`src/dbrl_pkg.sv`:
```
// shared types and constants for the breakpoint request logic
package dbrl_pkg;

	// ==========================================================
	// sequencer states
	typedef enum logic [1:0] {
		ST_IDLE  = 2'b00,
		ST_TRACE = 2'b01,
		ST_REQ   = 2'b10,
		ST_HOLD  = 2'b11
	} dbrl_state_e_t;

	// ==========================================================
	// alignment encodings
	localparam logic ALIGN_END   = 1'h0;
	localparam logic ALIGN_BEGIN = 1'h1;

	// ==========================================================
	// reset values
	localparam logic RST_BIT = 1'h0;

	// ==========================================================
	// whole state of the top module
	typedef struct packed {
		dbrl_state_e_t st;
		logic          swi_req;
		logic          bdm_req;
		logic          final_state;
		logic          tracing;
		logic          trace_stop;
		logic          disarm;
		logic          src_soft;
		logic          swi_deferred;
		logic          resume_next;
	} dbrl_regs_t;

	localparam dbrl_regs_t REGS_RST = '{
		st:           ST_IDLE,
		swi_req:      RST_BIT,
		bdm_req:      RST_BIT,
		final_state:  RST_BIT,
		tracing:      RST_BIT,
		trace_stop:   RST_BIT,
		disarm:       RST_BIT,
		src_soft:     RST_BIT,
		swi_deferred: RST_BIT,
		resume_next:  RST_BIT
	};

	// tag tracker state
	typedef struct packed {
		logic pending;
	} dbrl_tag_t;

endpackage

```
`src/dbrl_top.sv`:
```
// breakpoint generation, trace alignment and request routing
`timescale 1ns/1ns
module dbrl_top (
	input  wire logic sys_clk_i,
	input  wire logic rst_i,
	input  wire logic armed_i,
	input  wire logic trace_source_select_i,
	input  wire logic immediate_break_select_i,
	input  wire logic trace_alignment_select_i,
	input  wire logic breakpoint_request_enable_i,
	input  wire logic debug_target_i,
	input  wire logic forced_trigger_bit_i,
	input  wire logic final_state_entry_i,
	input  wire logic tag_set_i,
	input  wire logic tag_hit_i,
	input  wire logic trace_full_i,
	input  wire logic bdm_enabled_i,
	input  wire logic bdm_active_i,
	input  wire logic bdm_trace_cmd_i,
	input  wire logic software_interrupt_instr_i,
	input  wire logic background_instr_i,
	input  wire logic cpu_swi_taken_i,
	input  wire logic cpu_bdm_taken_i,
	input  wire logic monitor_serviced_i,
	output logic      swi_request_o,
	output logic      bdm_request_o,
	output logic      final_state_o,
	output logic      tracing_o,
	output logic      trace_stop_o,
	output logic      disarm_o,
	output logic      user_swi_deferred_o,
	output logic      resume_after_background_instr_o
);

	// ==========================================================
	// state
	dbrl_pkg::dbrl_regs_t q;
	dbrl_pkg::dbrl_regs_t next_q;

	logic tag_fire;
	logic forced_trigger_bit_cmp;
	logic forced_trigger_bit_soft;
	logic forced_trigger_bit;
	logic do_req;
	logic to_swi;
	logic to_bdm;
	logic swi_kill;
	logic idle;

	// ==========================================================
	// tagging
	dbrl_tag_tracker u_tag (
		.sys_clk_i (sys_clk_i),
		.rst_i     (rst_i),
		.tag_set_i (tag_set_i & armed_i),
		.tag_hit_i (tag_hit_i),
		.block_i   (bdm_active_i | bdm_trace_cmd_i),
		.fire_o    (tag_fire)
	);

	// ==========================================================
	// routing
	dbrl_route u_route (
		.enable_i      (breakpoint_request_enable_i),
		.target_i      (debug_target_i),
		.bdm_enabled_i (bdm_enabled_i),
		.bdm_active_i  (bdm_active_i),
		.to_swi_o      (to_swi),
		.to_bdm_o      (to_bdm)
	);

	// ==========================================================
	// trigger qualification
	always_comb begin
		idle      = (q.st == dbrl_pkg::ST_IDLE);
		forced_trigger_bit_cmp  = armed_i & ~bdm_active_i & (final_state_entry_i | tag_fire);
		forced_trigger_bit_soft = forced_trigger_bit_i;
		forced_trigger_bit      = idle & (forced_trigger_bit_cmp | forced_trigger_bit_soft);
	end

	// ==========================================================
	// next state
	always_comb begin
		next_q             = q;
		next_q.final_state = dbrl_pkg::RST_BIT;
		next_q.trace_stop  = dbrl_pkg::RST_BIT;
		next_q.disarm      = dbrl_pkg::RST_BIT;
		do_req             = 1'h0;
		swi_kill           = 1'h0;

		case (q.st)
			dbrl_pkg::ST_IDLE: begin
				if (forced_trigger_bit) begin
					next_q.final_state = 1'h1;
					next_q.src_soft    = forced_trigger_bit_soft;
					if (immediate_break_select_i) begin
						next_q.trace_stop = trace_source_select_i;
						do_req            = breakpoint_request_enable_i;
					end else if (!trace_source_select_i) begin
						do_req = breakpoint_request_enable_i;
					end else if (trace_alignment_select_i == dbrl_pkg::ALIGN_END) begin
						next_q.trace_stop = 1'h1;
						do_req            = breakpoint_request_enable_i;
						next_q.disarm     = ~breakpoint_request_enable_i;
					end else begin
						next_q.tracing = 1'h1;
						next_q.st      = dbrl_pkg::ST_TRACE;
					end
				end
			end
			dbrl_pkg::ST_TRACE: begin
				if (trace_full_i) begin
					next_q.tracing    = dbrl_pkg::RST_BIT;
					next_q.trace_stop = 1'h1;
					next_q.st         = dbrl_pkg::ST_IDLE;
					do_req            = breakpoint_request_enable_i;
					next_q.disarm     = ~breakpoint_request_enable_i;
				end
			end
			dbrl_pkg::ST_REQ: begin
				if (q.bdm_req && cpu_bdm_taken_i) begin
					next_q.bdm_req = dbrl_pkg::RST_BIT;
					next_q.st      = dbrl_pkg::ST_HOLD;
				end else if (q.swi_req && cpu_swi_taken_i) begin
					next_q.swi_req = dbrl_pkg::RST_BIT;
					next_q.st      = dbrl_pkg::ST_IDLE;
				end
			end
			dbrl_pkg::ST_HOLD: begin
				if (monitor_serviced_i) begin
					next_q.st = dbrl_pkg::ST_IDLE;
				end else if (!bdm_active_i && bdm_enabled_i) begin
					next_q.bdm_req = 1'h1;
					next_q.st      = dbrl_pkg::ST_REQ;
				end else if (!bdm_active_i) begin
					next_q.st = dbrl_pkg::ST_IDLE;
				end
			end
			default: begin
				next_q = dbrl_pkg::REGS_RST;
			end
		endcase

		if (do_req) begin
			swi_kill = next_q.src_soft & background_instr_i & bdm_enabled_i;
			next_q.bdm_req = to_bdm;
			next_q.swi_req = to_swi & ~swi_kill;
			if (to_bdm || (to_swi && !swi_kill)) begin
				next_q.st = dbrl_pkg::ST_REQ;
			end
			if (to_bdm && software_interrupt_instr_i) begin
				next_q.swi_deferred = 1'h1;
			end
			if (background_instr_i && (next_q.src_soft || tag_fire)) begin
				next_q.resume_next = 1'h1;
			end
		end

		if (q.swi_deferred && !bdm_active_i && !do_req
			&& (q.st == dbrl_pkg::ST_HOLD || q.st == dbrl_pkg::ST_IDLE)) begin
			next_q.swi_deferred = dbrl_pkg::RST_BIT;
		end
		if (q.resume_next && !do_req && !bdm_active_i && !q.bdm_req
			&& q.st != dbrl_pkg::ST_REQ) begin
			next_q.resume_next = dbrl_pkg::RST_BIT;
		end
	end

	always_ff @(posedge sys_clk_i) begin
		if (rst_i) begin
			q <= dbrl_pkg::REGS_RST;
		end else begin
			q <= next_q;
		end
	end

	// ==========================================================
	// outputs
	assign swi_request_o       = q.swi_req;
	assign bdm_request_o       = q.bdm_req;
	assign final_state_o       = q.final_state;
	assign tracing_o           = q.tracing;
	assign trace_stop_o        = q.trace_stop;
	assign disarm_o            = q.disarm;
	assign user_swi_deferred_o = q.swi_deferred;
	assign resume_after_background_instr_o = q.resume_next;
endmodule // dbrl_top

```
`src/dbrl_tag_tracker.sv`:
```
// follows a tagged opcode until it reaches the execution stage
`timescale 1ns/1ns
module dbrl_tag_tracker (
	input  wire logic sys_clk_i,
	input  wire logic rst_i,
	input  wire logic tag_set_i,
	input  wire logic tag_hit_i,
	input  wire logic block_i,
	output logic      fire_o
);

	dbrl_pkg::dbrl_tag_t q;
	dbrl_pkg::dbrl_tag_t next_q;

	always_comb begin
		next_q = q;
		if (block_i) begin
			next_q.pending = dbrl_pkg::RST_BIT;
		end else if (tag_set_i) begin
			next_q.pending = 1'h1;
		end else if (tag_hit_i) begin
			next_q.pending = dbrl_pkg::RST_BIT;
		end
	end

	always_ff @(posedge sys_clk_i) begin
		if (rst_i) begin
			q.pending <= dbrl_pkg::RST_BIT;
		end else begin
			q <= next_q;
		end
	end

	assign fire_o = q.pending & tag_hit_i & ~block_i;

endmodule // dbrl_tag_tracker

```
`src/dbrl_route.sv`:
```
// maps a breakpoint onto software interrupt or debug mode
`timescale 1ns/1ns
module dbrl_route (
	input  wire logic enable_i,
	input  wire logic target_i,
	input  wire logic bdm_enabled_i,
	input  wire logic bdm_active_i,
	output logic      to_swi_o,
	output logic      to_bdm_o
);

	logic none;

	always_comb begin
		none     = ~enable_i | (bdm_enabled_i & bdm_active_i);
		to_swi_o = ~none & (~target_i | ~bdm_enabled_i);
		to_bdm_o = ~none & target_i & bdm_enabled_i & ~bdm_active_i;
	end

endmodule // dbrl_route

```
`config.mk`:
```
export PLATFORM = sky130hd
export DESIGN_NAME = dbrl_top
export DESIGN_NICKNAME = d
export VERILOG_FILES = /design/src/dbrl_pkg.sv /design/src/dbrl_top.sv /design/src/dbrl_tag_tracker.sv /design/src/dbrl_route.sv
export SDC_FILE = /design/constraint.sdc
export NUM_CORES = 1
export LEC_CHECK = 0
export BUFFER_PORTS_ARGS = -buffer_cell sky130_fd_sc_hd__buf_2
export CORE_UTILIZATION = 47
export DETAILED_ROUTE_END_ITERATION = 8
export PLACE_DENSITY = 0.77
export REMOVE_ABC_BUFFERS = 1
export SLEW_MARGIN = 20
export SYNTH_ARGS = -nofsm -noshare
export SYNTH_HDL_FRONTEND = slang
export SYNTH_HIERARCHICAL = 1
export SYNTH_SLANG_ARGS = --single-unit
export TNS_END_PERCENT = 20
```
`constraint.sdc`:
```
create_clock -name sys_clk_i -period 2.1 [get_ports sys_clk_i]
set_clock_uncertainty 0.15 [all_clocks]
set_input_delay 0.315 -clock sys_clk_i [delete_from_list [all_inputs] [get_ports sys_clk_i]]
set_output_delay 0.315 -clock sys_clk_i [all_outputs]
set_load 0.02 [all_outputs]
```
==> results.rst, run 1 <==
.. list-table::
   :header-rows: 1

   * - Metric
     - Value
   * - Number of iterations in the first detailed-routing pass
     - 4
   * - Area of the core region
     - roughly 0.0015 mm2
   * - Kind of cell with the highest combined delay on the critical path
     - compound AO/OA/AOI/OAI gates
   * - CTS Buf Count
     - 3
   * - Netlist area before placement
     - a little under 800 um2
   * - Combinational family with the most area after synthesis
     - simple AND/OR/NAND/NOR gates
   * - Post-CTS clock slew at the launch and capture registers of the worst setup and hold paths
     - approximately 0.080 ns
   * - Post-synthesis xor/xnor area fraction
     - 0%
   * - Number of cells upsized or downsized after cts
     - 0
   * - Clock latency at the later pin of the worst-skew pair
     - 0.28 ns
   * - Highest cell delay on the worst timing path
     - about 0.43 ns
   * - Number of sinks on the clock net
     - 12
   * - Final Hold Fails
     - 0
   * - Net switching power
     - approximately 230 uW
   * - Buffers from clock root to sink, at most
     - 2
   * - H-tree depth
     - 1
   * - CP endpoint kind
     - flop
   * - FMAX
     - roughly 520 MHz
   * - Number of inserted diodes
     - 0
   * - Buf+Inv Stages, Crit Path
     - 1
   * - Layout cells sized above 1
     - between 30% and 40%
   * - Yosys reg bits
     - 12
   * - Vias per cell
     - 5.72
   * - Synth cell types
     - 37
   * - WP data arrival
     - approximately 2 ns
   * - Relative slew slack
     - 76.1%
   * - Synth Area in Adders
     - under 10%
   * - Placer's final routability congestion estimate
     - 0.835
   * - Clock tree from TritonCTS
     - yes
   * - Flop2flop setup slack
     - roughly 0.17 ns
   * - Worst-path cell with the longest stage delay
     - dfxtp_1
   * - Worst path cell trace
     - inv_1 -> ha_1 -> and4b_4 -> o31a_1 -> o21ai_2 -> o311a_1
   * - Count of pins on the block boundary
     - 29
   * - Cell area power density
     - ~690 mW/mm2
   * - Most area-consuming cells after synthesis
     - dfxtp_1 (30%), ha_1 (7.9%), a21oi_1 (5.1%)
   * - Number of slew-limit violations in the final report
     - 0
   * - Path class of the lowest-slack min-delay path
     - primary input to flop
   * - Global router's overall resource usage
     - around 22%
   * - Share of the synthesized area in the top cell type
     - 30.5%
   * - Time the final worst path needs with I/O delays and setup
     - ~1.9 ns
   * - Initial antenna violation count
     - 0
   * - Net switching share of the total power
     - roughly 34%
   * - Pin count of the biggest net entering global routing
     - 14
   * - Die outline area
     - 0.00184 mm2
   * - Via count of the first global-routing pass
     - 754
   * - Std-Cell Rows
     - 14
   * - Fraction of synthesized area in multiplexers
     - under 10%
   * - # setup viols final
     - 0
   * - Tightest Pin Transition
     - roughly 0.36 ns
   * - DRT antenna net count
     - 0
   * - Critical path peak fanout
     - 9
   * - Compound-gate portion of the synthesized area
     - 24.0%
   * - Routed Wire Length
     - approximately 1.8 mm
   * - Simple-gate area share of the yosys netlist
     - between 30 and 40%
   * - Crit path launch type
     - flop
   * - Proportion of synthesized chip area in sequential cells
     - a little under a third
   * - Status
     - finished clean
   * - Logic gate share of total power
     - 33.7%
   * - Synthesized instance count
     - 94
   * - Internal power of the cells
     - ~450 uW
   * - Yosys Warn Count
     - 6
   * - DP HPWL
     - between 1 and 1.5 mm
   * - Buffers inserted during post-CTS setup optimization
     - 0
   * - Minimum hold slack
     - approximately 0.11 ns
   * - Gr ovfl total
     - 0
   * - Sink of the worst hold path
     - disarm_o
   * - Net total in the final layout
     - ~150
   * - Mean instance size in the synthesized netlist
     - about 8.4 um2
   * - Post-Route Setup TNS
     - 0 ns
   * - Kind of critical path
     - flop to flop
   * - Average wire length per cell after detail routing
     - 12.8 um
   * - Startpoint of the worst register-to-register path
     - q[9]
   * - Worst R2R End
     - q[9]
   * - Buffers added on ports
     - 28
   * - Share of power burned in registers
     - slightly below 40%
   * - Portion of the clock cycle consumed by the worst path in the final layout
     - 91.8%
   * - Initial core utilization
     - 51.1%
   * - Starting DRT DRC Count
     - 9
   * - Die height
     - between 40 and 50 um
   * - Reg2Reg Depth
     - 6
   * - First-pass GRT wire length
     - 3.15 mm
   * - Max-cap check violation count
     - 0
   * - Buffer type at the clock tree root
     - clkbuf_4
   * - Horizontal extent of the die
     - ~43 um
   * - Critical hold path startpoint
     - breakpoint_request_enable_i
   * - Hold bufs inserted after CTS
     - 0
   * - DR vias
     - around 810
   * - DR DRC count
     - 0
   * - Clock share of power
     - between 20% and 30%
   * - Cell accounting for the most synthesized area
     - dfxtp_1
   * - Data required time at the worst endpoint
     - 2.18 ns
   * - RSZ-0062 raised after global routing
     - no
   * - Worst vdd ir
     - ~0.66 mV
   * - Number of cells on the worst hold path
     - 2
   * - Growth of design area from synthesis to finish
     - 24.8%
   * - Leakage power
     - roughly 0.44 nW
## power groups by stage
stage	sequential (mW)	clock [mW]	combinational [mW]
2_1_floorplan	0.281	0	0.141
3_3_place_gp	0.268	0	0.223
3_5_place_dp	0.269	0	0.226
6_report	0.264	0.186	0.228
4_1_cts	0.263	0.192	0.227
5_1_grt	0.267	0.204	0.251
## cells in the final DEF (no fill, tap or decap), types with 3 or more instances in the layout
| cell | n |
|---|---|
| a21oi_1 | 8 |
| a31oi_1 | 3 |
| buf_2 | 28 |
| clkbuf_4 | 3 |
| dfxtp_1 | 12 |
| ha_1 | 5 |
| inv_1 | 5 |
| nand2_1 | 7 |
| nand3_1 | 6 |
| nand3b_1 | 4 |
| nor2_1 | 7 |
## worst max-delay path by stage
stage                 start       endpoint  slack, ns  cells past startpoint
5_1_grt                q[9]           q[9]       0.09                      6
6_report               q[9]           q[9]       0.17                      6
2_1_floorplan          q[9]           q[9]       0.39                      6
3_5_place_dp   bdm_active_i  bdm_request_o       0.18                      8
4_1_cts                q[9]           q[9]       0.18                      6
3_3_place_gp   bdm_active_i  bdm_request_o       0.21                      8
## metrics by stage
step / setup WS, ns / area (um2) / utilization [%] / std cells / power [mW]
2_1_floorplan: 0.389 / 779 / - / 92 / 0.422
3_3_place_gp: 0.207 / 947 / 61.4 / 137 / 0.491
3_5_place_dp: 0.178 / 947 / 61.4 / 137 / 0.495
4_1_cts: 0.181 / 983 / 63.8 / 141 / 0.682
5_1_grt: 0.0859 / 983 / 63.8 / 141 / 0.722
6_report: 0.171 / 983 / 63.8 / 141 / 0.678
## routing by layer
layer | part of all wire (%) | GRT usage, %
met1 | 45 | 26.5
met2 | 47 | 37.9
met3 | 6.7 | 7.66
met4 | 0.83 | 6.06
met5 | 0 | 0
## cell families (layout without fill, tap and decap cells)
family,count (synthesis),in the layout
simple gates,41,41
fa+ha+maj,5,5
buf+inv,7,38
compound gates,26,26
flops,12,12
mux,3,3
## flip-flops by register name (all words and copies together) (netlist names)
signal and flops:
final_state_o 1, user_swi_deferred_o 1, q 3, trace_stop_o 1, bdm_request_o 1, swi_request_o 1
u_tag/q 1, resume_after_background_instr_o 1, tracing_o 1, disarm_o 1
## cell usage after synthesis
cell type,instances
o21a_1,1
o31a_1,1
nor2_1,7
a21oi_4,1
o211ai_1,1
nand3b_1,4
a21bo_2,1
o21ai_2,2
nor3b_1,2
o31ai_1,2
or2_1,1
inv_1,5
a31oi_1,3
mux2_1,1
a32oi_1,1
nor3_1,2
o21ai_1,2
nor4_1,2
nor4b_1,1
nand2_1,7
ha_1,5
o41ai_1,1
a21oi_1,8
and2_1,2
buf_2,1
a41o_1,1
nand2b_1,1
clkbuf_1,1
nor2b_2,1
o311a_1,1
and4b_4,1
mux2i_1,2
nand3_1,6
nor2b_1,2
and4b_1,1
or2_4,1
dfxtp_1,12
## area by class of cell
type                       count  area [um2]
tap                           16        20.0
sequential                    12         240
fill                         148         558
inverter                       5        18.8
clock buffer                   4        36.3
timing repair buffer          29         148
multi-input combinational     75         520
Power figures use the tool's default switching activity.
==> run 2: changes to the inputs <==
--- a/config.mk
+++ b/config.mk
@@ -8,7 +8,7 @@
 export BUFFER_PORTS_ARGS = -buffer_cell sky130_fd_sc_hd__buf_2
 export CORE_UTILIZATION = 47
 export DETAILED_ROUTE_END_ITERATION = 8
-export PLACE_DENSITY = 0.77
+export PLACE_DENSITY = 0.76
 export REMOVE_ABC_BUFFERS = 1
 export SLEW_MARGIN = 20
 export SYNTH_ARGS = -nofsm -noshare
==> results.rst, run 2 (synthesis results as in run 1) <==
.. list-table::
   :header-rows: 1

   * - Metric
     - Value
   * - Number of inserted filler cells in the final layout
     - 137 (-7.4%)
   * - Net total in the final layout
     - 152 (unchanged)
   * - Multi-input gate area in the final layout
     - 520 um2 (unchanged)
   * - WP data arrival
     - 2.00 ns (about the same)
   * - Hold bufs inserted after CTS
     - 0 (unchanged)
   * - Average wire length per cell after detail routing
     - 13.2 um (+2.9%)
   * - Starting DRT DRC Count
     - 22 (+13)
   * - DR DRC count
     - 0 (unchanged)
   * - Kind of critical path
     - flop to flop
   * - Buffers added on ports
     - 28 (unchanged)
   * - Vias per cell
     - 5.85 (+2.2%)
   * - Area of the core region
     - 0.00154 mm2 (unchanged)
   * - Critical path peak fanout
     - 9 (unchanged)
   * - FMAX
     - 521 MHz (+0.48%)
   * - Final Hold Fails
     - 0 (unchanged)
   * - Post-CTS clock slew at the launch and capture registers of the worst setup and hold paths
     - 0.08 ns (about the same)
   * - Number of cells upsized or downsized after cts
     - 0 (unchanged)
   * - H-tree depth
     - 1 (unchanged)
   * - Buffers from clock root to sink, at most
     - 2 (unchanged)
   * - Horizontal extent of the die
     - 43.0 um (unchanged)
   * - # setup viols final
     - 0 (unchanged)
   * - Number of inserted diodes
     - 0 (unchanged)
   * - Worst vdd ir
     - 0.466 mV (-29%)
   * - Number of iterations in the first detailed-routing pass
     - 4 (unchanged)
   * - Area of all placed cells without fillers
     - 983 um2 (unchanged)
   * - Highest-count cells in the layout ignoring fill and taps
     - buf_2 (28), dfxtp_1 (12), a21oi_1 (8), nand2_1 (7), nor2_1 (7)
   * - Number of slew-limit violations in the final report
     - 0 (unchanged)
   * - Sequential Area
     - 240 um2 (unchanged)
   * - CP endpoint kind
     - flop
   * - Tightest Pin Transition
     - 0.380 ns (+0.0220 ns)
   * - Worst-path cell with the longest stage delay
     - dfxtp_1
   * - Cell area power density
     - 696 mW/mm2 (+0.85%)
   * - Overall power of the completed layout
     - 684 uW (+0.85%)
   * - Portion of the clock cycle consumed by the worst path in the final layout
     - 91.4% (-0.43 points)
   * - RSZ-0062 raised after global routing
     - no
   * - Initial antenna violation count
     - 0 (unchanged)
   * - Clock tree from TritonCTS
     - yes
   * - Buf+Inv Stages, Crit Path
     - 1 (unchanged)
   * - Post-Route Setup TNS
     - 0 ns (unchanged)
   * - Data required time at the worst endpoint
     - 2.18 ns (about the same)
   * - Growth of design area from synthesis to finish
     - 24.8% (unchanged)
   * - Register bank with the most flops
     - q
   * - Status
     - finished clean
   * - Routed Wire Length
     - 1.86 mm (+2.9%)
   * - Time the final worst path needs with I/O delays and setup
     - 1.92 ns (-0.00913 ns)
   * - Highest cell delay on the worst timing path
     - 0.42 ns (about the same)
   * - DP HPWL
     - 1.37 mm (-4.1%)
   * - Leakage power
     - 0.441 nW (unchanged)
   * - Die outline area
     - 0.00184 mm2 (unchanged)
   * - Buffers inserted during post-CTS setup optimization
     - 0 (unchanged)
   * - Placer's final routability congestion estimate
     - 0.873 (+4.5%)
   * - Layout cells sized above 1
     - 32.0% (unchanged)
   * - CTS Buf Count
     - 3 (unchanged)
   * - Max-cap check violation count
     - 0 (unchanged)
   * - Path class of the lowest-slack min-delay path
     - primary input to flop
   * - Count of pins on the block boundary
     - 29 (unchanged)
   * - Minimum hold slack
     - 0.114 ns (+0.00775 ns)
   * - Gr ovfl total
     - 0 (unchanged)
   * - DR vias
     - 825 (+2.2%)
   * - DRT antenna net count
     - 0 (unchanged)
   * - Clock latency at the later pin of the worst-skew pair
     - 0.28 ns (about the same)
   * - Global router's overall resource usage
     - 21.4% (-0.87 points)
   * - Worst path cell trace
     - inv_1 -> ha_1 -> and4b_4 -> o31a_1 -> o21ai_2 -> o311a_1
   * - Std-Cell Rows
     - 14 (unchanged)
   * - Number of sinks on the clock net
     - 12 (unchanged)
   * - Initial core utilization
     - 51.1% (unchanged)
   * - Most common library cell in the layout ignoring fill and taps
     - buf_2
   * - Final core occ
     - 63.8% (unchanged)
   * - First-pass GRT wire length
     - 3.03 mm (-3.7%)
   * - Relative slew slack
     - 74.7% (-1.5 points)
   * - Die height
     - 43.0 um (unchanged)
   * - Pin count of the biggest net entering global routing
     - 14 (unchanged)
   * - Cell area after placement
     - 947 um2 (unchanged)
   * - Buffer type at the clock tree root
     - clkbuf_4
   * - Crit path launch type
     - flop
   * - Flip-flop count of the largest register after layout
     - 3 (unchanged)
   * - Via count of the first global-routing pass
     - 724 (-4.0%)
   * - Kind of cell with the highest combined delay on the critical path
     - compound AO/OA/AOI/OAI gates
[run 2: per-stage QoR]
| stage | cells | setup slack, ns |
|---|---|---|
| 2_1_floorplan | 92 | 0.389 |
| 3_3_place_gp | 137 | 0.209 |
| 3_5_place_dp | 137 | 0.176 |
| 4_1_cts | 141 | 0.188 |
| 5_1_grt | 141 | 0.0974 |
| 6_report | 141 | 0.180 |
[run 2: worst reg2reg max path: stages, from the launching register on]
cell and delay, ns:
dfxtp_1 0.42, inv_1 0.12, ha_1 0.31, and4b_4 0.23
o31a_1 0.32, o21ai_2 0.15, o311a_1 0.17
[run 2: path summary, 6_finish.rpt]
path,from,endpoint,slack (ns),depth (start not counted)
setup / recovery,q[9],q[9],0.18,6
hold / removal,breakpoint_request_enable_i,disarm_o,0.11,2
setup reg to reg,q[9],q[9],0.18,6
hold reg to reg,user_swi_deferred_o,user_swi_deferred_o,0.32,2
[run 2: cell type report]
| cell class | instances | area share, % |
|---|---|---|
| multi-input cells | 75 | 52.9 |
| well taps | 16 | 2.04 |
| flip-flops and latches | 12 | 24.4 |
| clock buffers | 4 | 3.69 |
| repair buffers | 29 | 15.0 |
| inverters | 5 | 1.91 |
[run 2: report_power, final]
part           switching (mW)  internal, mW
Sequential             0.0145         0.249
Combinational           0.134        0.0959
Clock                  0.0850         0.105
[run 2: metal layers]
metal	GRT usage, %	part of all wire [%]	up-vias
met4	7.27	1.6	0
li1	-	-	414
met1	27.5	47	373
met5	0	0	-
met2	35.8	45	34
met3	3.83	6.6	4
